`config.mk`:
```
export PLATFORM = sky130hd
export DESIGN_NAME = led_sink_latch
export DESIGN_NICKNAME = d
export VERILOG_FILES = /design/src/logic/led_sink_pkg.sv /design/src/logic/pin_sync.sv /design/src/logic/led_sink_latch.sv
export SDC_FILE = /design/constraint.sdc
export NUM_CORES = 1
export LEC_CHECK = 0
export BUFFER_PORTS_ARGS = -buffer_cell sky130_fd_sc_hd__buf_2
export CORE_MARGIN = 3
export CORE_UTILIZATION = 50
export CTS_CLUSTER_DIAMETER = 50
export CTS_CLUSTER_SIZE = 16
export DETAILED_ROUTE_END_ITERATION = 7
export PLACE_DENSITY = 0.77
export SETUP_SLACK_MARGIN = 0.4
export SLEW_MARGIN = 40
export SYNTH_ARGS = -nofsm -noshare
export SYNTH_HDL_FRONTEND = slang
export SYNTH_SLANG_ARGS = --single-unit
```
`constraint.sdc`:
```
create_clock -name core_clk_i -period 1.7 [get_ports core_clk_i]
set_clock_uncertainty 0.1 [all_clocks]
set_input_delay 0.085 -clock core_clk_i [delete_from_list [all_inputs] [get_ports core_clk_i]]
set_output_delay 0.085 -clock core_clk_i [all_outputs]
set_load 0.05 [all_outputs]
```
`src/logic/led_sink_pkg.sv`:
```
// shared constants and types of the serial-in led sink latch
// assumes a single core clock; all pins arrive asynchronous to it
package led_sink_pkg;

   // ****************************************************************
   // sizes and reset values
   // ****************************************************************
   localparam int          CHAN_COUNT     = 16;
   localparam logic [15:0] WORD_RESET     = 16'h0000;
   localparam logic        SERIAL_RESET   = 1'b0;
   // a driven sink pin is pulled low; enable low means driving
   localparam logic        SINK_LEVEL     = 1'b0;
   localparam logic        SINK_RELEASED  = 1'b1;
   localparam logic        GATE_OFF_N     = 1'b1;

   // ****************************************************************
   // timing
   // ****************************************************************
   localparam int          CORE_PERIOD_PS = 4000;
   localparam int          SYNC_STAGES    = 2;

   // ****************************************************************
   // pin group
   // ****************************************************************
   typedef struct packed {
      logic shift_clk;
      logic serial_bit_in;
      logic latch_strobe;
      logic out_gate_n;
   } pin_in_t;

   localparam int          PIN_COUNT      = $bits(pin_in_t);
   localparam logic [3:0]  PIN_RESET      = 4'h1;

endpackage

```
`src/logic/pin_sync.sv`:
```
// two-flop synchroniser with rising-edge detect, one lane per bit
// assumes inputs asynchronous to core_clk_i; rst_i synchronous
`timescale 1ns/100ps
`default_nettype none
module pin_sync
#(
   parameter int               WIDTH     = 4,
   parameter logic [WIDTH-1:0] RESET_VAL = '0
)
(
   input  wire logic             core_clk_i,
   input  wire logic             rst_i,
   input  wire logic [WIDTH-1:0] async_i,
   output var  logic [WIDTH-1:0] level_o,
   output var  logic [WIDTH-1:0] rise_o
);

   // ****************************************************************
   // per-bit lanes
   // ****************************************************************
   genvar g;
   generate
      for (g = 0; g < WIDTH; g = g + 1)
      begin : lane
         logic meta_reg;
         logic meta_next;
         logic sync_reg;
         logic sync_next;
         logic prev_reg;
         logic prev_next;

         always_comb
         begin
            meta_next = async_i[g];
            sync_next = meta_reg;
            prev_next = sync_reg;
         end

         // edge detect reads only the second stage and its delayed copy, never the first
         always_ff @(posedge core_clk_i)
         begin
            if (rst_i)
            begin
               meta_reg <= RESET_VAL[g];
               sync_reg <= RESET_VAL[g];
               prev_reg <= RESET_VAL[g];
            end
            else
            begin
               meta_reg <= meta_next;
               sync_reg <= sync_next;
               prev_reg <= prev_next;
            end
         end

         assign level_o[g] = sync_reg;
         assign rise_o[g]  = sync_reg & ~prev_reg;
      end
   endgenerate

endmodule
`default_nettype wire

```
`src/logic/led_sink_latch.sv`:
```
// serial-in parallel-out latch and gate logic of a 16-channel led sink
// assumes shift clock, data, strobe and gate pins are asynchronous to
// core_clk_i, with the shift clock well below a quarter of its rate
//
// How it works
// (RULE_01) a 16-bit shift register feeds a parallel latch word
// (RULE_02) sixteen channels, each steered by one latched bit
// (RULE_03) each shift clock rising edge samples the serial input into the register
// (RULE_04) latch strobe high copies the shift register into the latch
// (RULE_05) gate low switches on every channel whose latched bit is one
// (RULE_06) an active channel pulls its pin low; inactive ones release it
// (RULE_07) last stage drives the serial output; latch holds while strobe low
`timescale 1ns/100ps
`default_nettype none
module led_sink_latch
#(
   parameter int CHAN = led_sink_pkg::CHAN_COUNT
)
(
   input  wire logic            core_clk_i,
   input  wire logic            rst_i,
   input  wire logic            shift_clk_i,
   input  wire logic            serial_bit_in_i,
   input  wire logic            latch_strobe_i,
   input  wire logic            out_gate_n_i,
   output var  logic            serial_bit_out_o,
   output var  logic [CHAN-1:0] sink_channel_o,
   output var  logic [CHAN-1:0] sink_channel_oe_n_o,
   output var  logic [CHAN-1:0] latched_word_o
);

   // ****************************************************************
   // pin synchronisation
   // ****************************************************************
   led_sink_pkg::pin_in_t pins_async;
   led_sink_pkg::pin_in_t pins_level;
   led_sink_pkg::pin_in_t pins_rise;

   always_comb
   begin
      pins_async.shift_clk     = shift_clk_i;
      pins_async.serial_bit_in = serial_bit_in_i;
      pins_async.latch_strobe  = latch_strobe_i;
      pins_async.out_gate_n    = out_gate_n_i;
   end

   // all pins see the same latency, so data stays aligned with its clock
   pin_sync
   #(
      .WIDTH     (led_sink_pkg::PIN_COUNT),
      .RESET_VAL (led_sink_pkg::PIN_RESET)
   )
   u_pin_sync
   (
      .core_clk_i (core_clk_i),
      .rst_i      (rst_i),
      .async_i    (pins_async),
      .level_o    (pins_level),
      .rise_o     (pins_rise)
   );

   // ****************************************************************
   // shift register and latch
   // ****************************************************************
   logic [CHAN-1:0] shift_reg;
   logic [CHAN-1:0] shift_next;
   logic [CHAN-1:0] latch_reg;
   logic [CHAN-1:0] latch_next;
   logic            serial_out_reg;
   logic            serial_out_next;

   always_comb
   begin
      shift_next = shift_reg;
      // (RULE_03) sample on clock rise
      if (pins_rise.shift_clk)
      begin
         // (RULE_01) newest bit enters stage zero
         shift_next = {shift_reg[CHAN-2:0], pins_level.serial_bit_in};
      end
      latch_next = latch_reg;
      // (RULE_04) transparent copy while strobe high
      if (pins_level.latch_strobe)
      begin
         latch_next = shift_next;
      end
      // (RULE_07) cascade bit from last stage
      serial_out_next = shift_next[CHAN-1];
   end

   always_ff @(posedge core_clk_i)
   begin
      if (rst_i)
      begin
         shift_reg      <= CHAN'(led_sink_pkg::WORD_RESET);
         latch_reg      <= CHAN'(led_sink_pkg::WORD_RESET);
         serial_out_reg <= led_sink_pkg::SERIAL_RESET;
      end
      else
      begin
         shift_reg      <= shift_next;
         // (RULE_07) latch holds while strobe low
         latch_reg      <= latch_next;
         serial_out_reg <= serial_out_next;
      end
   end

   // ****************************************************************
   // output gate and sink drivers
   // ****************************************************************
   logic [CHAN-1:0] drive_en_n_reg;
   logic [CHAN-1:0] drive_en_n_next;

   genvar ch;
   generate
      for (ch = 0; ch < CHAN; ch = ch + 1)
      begin : chan
         always_comb
         begin
            // (RULE_05) gate low enables set bits
            // (RULE_02) one latched bit per channel
            if (!pins_level.out_gate_n && latch_next[ch])
            begin
               drive_en_n_next[ch] = ~led_sink_pkg::SINK_RELEASED;
            end
            else
            begin
               drive_en_n_next[ch] = led_sink_pkg::SINK_RELEASED;
            end
         end
      end
   endgenerate

   // released after reset so no led flashes at power-up
   always_ff @(posedge core_clk_i)
   begin
      if (rst_i)
      begin
         drive_en_n_reg <= {CHAN{led_sink_pkg::SINK_RELEASED}};
      end
      else
      begin
         drive_en_n_reg <= drive_en_n_next;
      end
   end

   // (RULE_06) sink by pulling pin low
   assign sink_channel_o      = {CHAN{led_sink_pkg::SINK_LEVEL}};
   assign sink_channel_oe_n_o = drive_en_n_reg;
   assign serial_bit_out_o    = serial_out_reg;
   assign latched_word_o      = latch_reg;

endmodule
`default_nettype wire

```
=== Word-level counts from Yosys, hierarchy flattened ===
Cells that the tools add are included.

* Flip-flop bits (word level): 58
* Input port bits: 6
* Output and inout bits: 49
* Word-level logic and storage cells: 50

* Muxes and demuxes: 18
* Bitwise operators: 2
* Reductions and logical operators: 17

{| class="wikitable"
|+ Operators by type and width
! operator !! count
|-
| 16-bit 2-to-1 mux || 2
|-
| 1-bit logical AND || 16
|-
| 1-bit 2-to-1 mux || 16
|-
| 1-bit bitwise AND || 1
|-
| 1-bit zero test || 1
|-
| 1-bit NOT || 1
|}

=== Longest topological paths before layout ===
* Depth in word-level cells: 6
* Mapped depth: 5

=== Cells and area by module ===
A second synthesis with hierarchy kept.

* Cell total of the unflattened synthesis: 192
* Area total of the unflattened synthesis: 2114.5 um2

{| class="wikitable"
|+ By module, submodules not included
! module !! instances !! cells an instance !! area each (um2) !! sequential area each (um2)
|-
| led_sink_latch || 1 || 159 || 1731.7 || 960.9
|-
| pin_sync || 1 || 33 || 382.9 || 240.2
|}

=== Worst setup path before layout ===
OpenSTA, ideal clock, no wires.

* Kind: register to register
* Start: register shift_reg[15]
* End: register drive_en_n_reg[15], in the netlist sink_channel_oe_n_o[15]
* Setup time: 0.120 ns
* Data arrival time: 1.093 ns
* Slack: 0.387 ns
* Stages on the path, launching flop included: 3
* Buffers on the path: 0
* Clock period less this slack: 1.313 ns
* Cell sequence: dfxtp_1 > mux2i_1 > a211o_1

* Longest elaborated chain between the ends: 4

{| class="wikitable"
|+ Ends and longest elaborated chain
! element !! RTL line !! text
|-
| start: declaration || led_sink_latch.sv:65 || <nowiki>logic [CHAN-1:0] shift_reg;</nowiki>
|-
| start signal: assignment || led_sink_latch.sv:95 || <nowiki>shift_reg <= CHAN'(led_sink_pkg::WORD_RESET);</nowiki>
|-
| start signal: assignment || led_sink_latch.sv:101 || <nowiki>shift_reg <= shift_next;</nowiki>
|-
| 16-bit 2-to-1 mux || led_sink_latch.sv:76 || <nowiki>if (pins_rise.shift_clk)</nowiki>
|-
| 16-bit 2-to-1 mux || led_sink_latch.sv:83 || <nowiki>if (pins_level.latch_strobe)</nowiki>
|-
| 1-bit logical AND || led_sink_latch.sv:122 || <nowiki>if (!pins_level.out_gate_n && latch_next[ch])</nowiki>
|-
| 1-bit 2-to-1 mux || led_sink_latch.sv:122 ||
|-
| end signal: assignment || led_sink_latch.sv:139 || <nowiki>drive_en_n_reg <= {CHAN{led_sink_pkg::SINK_RELEASED}};</nowiki>
|-
| end signal: assignment || led_sink_latch.sv:143 || <nowiki>drive_en_n_reg <= drive_en_n_next;</nowiki>
|-
| end: declaration || led_sink_latch.sv:111 || <nowiki>logic [CHAN-1:0] drive_en_n_reg;</nowiki>
|}

No other way between the ends.
A chain may end at the register's enable or synchronous reset.

=== Worst setup path in the final report ===
* Start: register u_pin_sync.lane[3].sync_reg
* End: register drive_en_n_reg[5], in the netlist sink_channel_oe_n_o[5]

* Longest elaborated chain between the ends: 5

{| class="wikitable"
|+ Ends and longest elaborated chain
! element !! RTL line !! text
|-
| start: declaration || pin_sync.sv:27 || <nowiki>logic sync_reg;</nowiki>
|-
| start signal: assignment || pin_sync.sv:45 || <nowiki>sync_reg <= RESET_VAL[g];</nowiki>
|-
| start signal: assignment || pin_sync.sv:51 || <nowiki>sync_reg <= sync_next;</nowiki>
|-
| 1-bit bitwise AND || pin_sync.sv:57 || <nowiki>assign rise_o[g] = sync_reg & ~prev_reg;</nowiki>
|-
| 16-bit 2-to-1 mux || led_sink_latch.sv:76 ||
|-
| 16-bit 2-to-1 mux || led_sink_latch.sv:83 ||
|-
| 1-bit logical AND || led_sink_latch.sv:122 ||
|-
| 1-bit 2-to-1 mux || led_sink_latch.sv:122 ||
|}

No other way between the ends.

==> results.py <==
metrics = {
    "synth": {
        "syn-mean-instance-area_um2": 11.0,
        "netlist_area_um2": 1960,
        "post_synth_inst_count": 178,
        "synth_cell_types": 16,
        "ys_seq_elements": 57,
        "yosysSeqAreaShare": 0.583,
        "yosysWarningCount": 0,
    },
    "critical_path": {
        "worst_ep_arrival_time_ns": 1.48,
        "timing_worst_setup_path_type": "reg -> reg",
        "kind_of_capture_point_of_the_worst_setup_path": "flip-flop",
        "required_time_of_the_critical_path_ns": 1.86,
        "crit_fanout": 8,
        "worstSetupStartpointType": "flip-flop",
        "reg2reg_depth": 4,
    },
    "timing": {
        "rsz_0062_raised_after_global_routing": "true",
        "fmax_mhz": 754,
        "setup-violations-final": 0,
        "final-max-slew-violation-count": 0,
        "hold_violations": 0,
        "min_period_over_period": 0.780,
        "worst_hold_slack_ns": 0.176,
        "min_period_ns": 1.33,
        "setup_tns_ns": 0,
    },
    "drt": {
        "number_of_search_and_repair_iterations_in_the_first_detailed_routing_pass": 4,
        "detailroute.via_count": 1327,
        "route.antenna.remaining_nets": 0,
        "detail_route.iter0.violations": 74,
        "detail_route.drc_violations": 0,
        "viasPerCell": 4.83,
        "routed_wire_length_per_instance_um": 12.8,
        "drt-total-wl_mm": 3.51,
    },
    "clock_network": {
        "htree_levels": 3,
        "postCtsSetupBuffers": 0,
        "tritoncts": "yes",
        "maximum_buffer_depth_of_the_clock_tree": 2,
        "clk_root_buf": "sky130_fd_sc_hd__clkbuf_8",
        "skew_pair_late_insertion_delay_ns": 0.32,
        "tritoncts_num_sinks": 57,
        "numCtsBuffers": 9,
        "clk_pin_slew_worst_paths_ns": 0.06,
    },
    "cells_and_area": {
        "antennaDiodeCount": 0,
        "final_cell_count_no_fill": 275,
        "layout-area-overhead-vs-synth_pct": 28.5,
        "commonest_non_fill_non_tap_cell_in_the_layout": "sky130_fd_sc_hd__dfxtp_1",
        "final_core_density": 0.677,
        "share_of_layout_cells_above_drive_strength_1": 0.344,
        "final_net_count": 228,
        "most-common-layout-cells": "sky130_fd_sc_hd__dfxtp_1, sky130_fd_sc_hd__buf_2, sky130_fd_sc_hd__nor2_1",
    },
    "floorplan": {
        "die-area_um2": 4700,
        "die_span_in_y_um": 68.6,
        "chipWidth_um": 68.6,
        "rows": 22,
        "num_io_pins": 55,
        "core_area_um2": 3720,
        "start_util": 0.527,
    },
    "job": {
        "maxCapViolations": 0,
    },
    "placement": {
        "place.gp.congestion": 0.677,
        "input_output_buffers": 38,
        "placed_cells": 254,
        "dp_hpwl_mm": 2.00,
    },
    "worst_hold_path": {
        "worstHoldPathCells": 3,
        "timing.hold.worst.class": "in -> reg",
    },
    "grt": {
        "grt_first_pass_wirelength_mm": 5.07,
        "grt_usage": 0.155,
        "number_of_global_route_vias_before_repair": 1162,
        "initial_antenna_violation_count": 0,
        "pin_count_of_the_biggest_net_entering_global_routing": 42,
        "grt-ovfl-total": 0,
    },
    "power_and_ir_drop": {
        "power.density_nw_per_um2": 1140,
        "static-leakage-power_nw": 0.952,
        "vdd.ir_drop.worst_mv": 0.668,
    },
    "run_status": {
        "outcome": "complete, no violations",
    },
}
kinds of logic after synthesis:
family | after synthesis | synth area share
AOI/OAI and AO/OA | 32 | 0.133
buffers and inverters | 29 | 0.0998
DFF | 57 | 0.583
muxes | 16 | 0.0818
other | 1 | 0.00192
and+or+nand+nor | 43 | 0.100
stage by stage:
step                setup slack, ns  power, mW  cell area, um^2
floorplan                     0.395       1.67             2010
global placement              0.419       1.68             2110
detailed placement            0.388       1.69             2110
CTS                           0.388       2.88             2340
global route                  0.305       2.98             2510
finish                        0.374       2.87             2510
what timing repair did:
| action | in CTS | in global routing |
|---|---|---|
| pin swaps | 0 | 15 |
| gates cloned | 0 | 1 |
| endpoints found under the setup margin | 7 | 46 |
| resized for setup | 1 | 27 |
| hold buffers | 4 | 0 |
| hold endpoints to repair | 4 | 0 |
power by group:
| group | switching [mW] | internal (mW) |
|---|---|---|
| logic | 0.230 | 0.0702 |
| clock network | 0.478 | 0.713 |
| registers | 0.0129 | 1.37 |
| total | 0.721 | 2.15 |
synth_stat cells:
| cell type | instances | area (um^2) |
|---|---|---|
| sky130_fd_sc_hd__a211o_1 | 16 | 140 |
| sky130_fd_sc_hd__a211oi_1 | 16 | 120 |
| sky130_fd_sc_hd__buf_1 | 2 | 7.51 |
| sky130_fd_sc_hd__buf_12 | 1 | 20.0 |
| sky130_fd_sc_hd__buf_2 | 2 | 10.0 |
| sky130_fd_sc_hd__buf_4 | 16 | 120 |
| sky130_fd_sc_hd__buf_6 | 1 | 11.3 |
| sky130_fd_sc_hd__clkbuf_1 | 7 | 26.3 |
| sky130_fd_sc_hd__conb_1 | 1 | 3.75 |
| sky130_fd_sc_hd__dfxtp_1 | 57 | 1140 |
| sky130_fd_sc_hd__mux2i_1 | 16 | 160 |
| sky130_fd_sc_hd__nor2_1 | 32 | 120 |
| sky130_fd_sc_hd__nor2b_1 | 7 | 43.8 |
| sky130_fd_sc_hd__nor2b_4 | 1 | 13.8 |
| sky130_fd_sc_hd__or2_1 | 1 | 6.26 |
| sky130_fd_sc_hd__or2_2 | 2 | 12.5 |
worst max-delay path: stages (launching register included):
cell and delay (ns):
sky130_fd_sc_hd__dfxtp_2 0.32, sky130_fd_sc_hd__nor2b_4 0.19, sky130_fd_sc_hd__clkbuf_16 0.20, sky130_fd_sc_hd__mux2i_2 0.27
sky130_fd_sc_hd__a211o_1 0.17
layout make-up:
class / count / area (um^2)
Sequential cell: 57 / 1140
Tap cell: 48 / 60.1
Fill cell: 318 / 1200
Clock buffer: 13 / 149
Clock inverter: 3 / 40.0
Timing Repair Buffer: 47 / 298
Multi-Input combinational cell: 107 / 825
routing by layer:
layer  wire, um  track usage  vias to the layer above
li1           -            -                      669
met1       1490        0.172                      606
met2       1710        0.236                       43
met3        216       0.0729                        9
met4         99        0.104                        0
met5          0            0                        -
worst paths after layout:
| check | startpoint | to | slack [ns] |
|---|---|---|---|
| setup / recovery | u_pin_sync.lane[3].prev_next | sink_channel_oe_n_o[5] | 0.37 |
| hold / removal | rst_i | shift_reg[0] | 0.18 |
| setup reg to reg | u_pin_sync.lane[3].prev_next | sink_channel_oe_n_o[5] | 0.37 |
| hold reg to reg | u_pin_sync.lane[0].meta_reg | u_pin_sync.lane[0].prev_next | 0.31 |
Note: power is estimated with default switching activity, not from simulation.
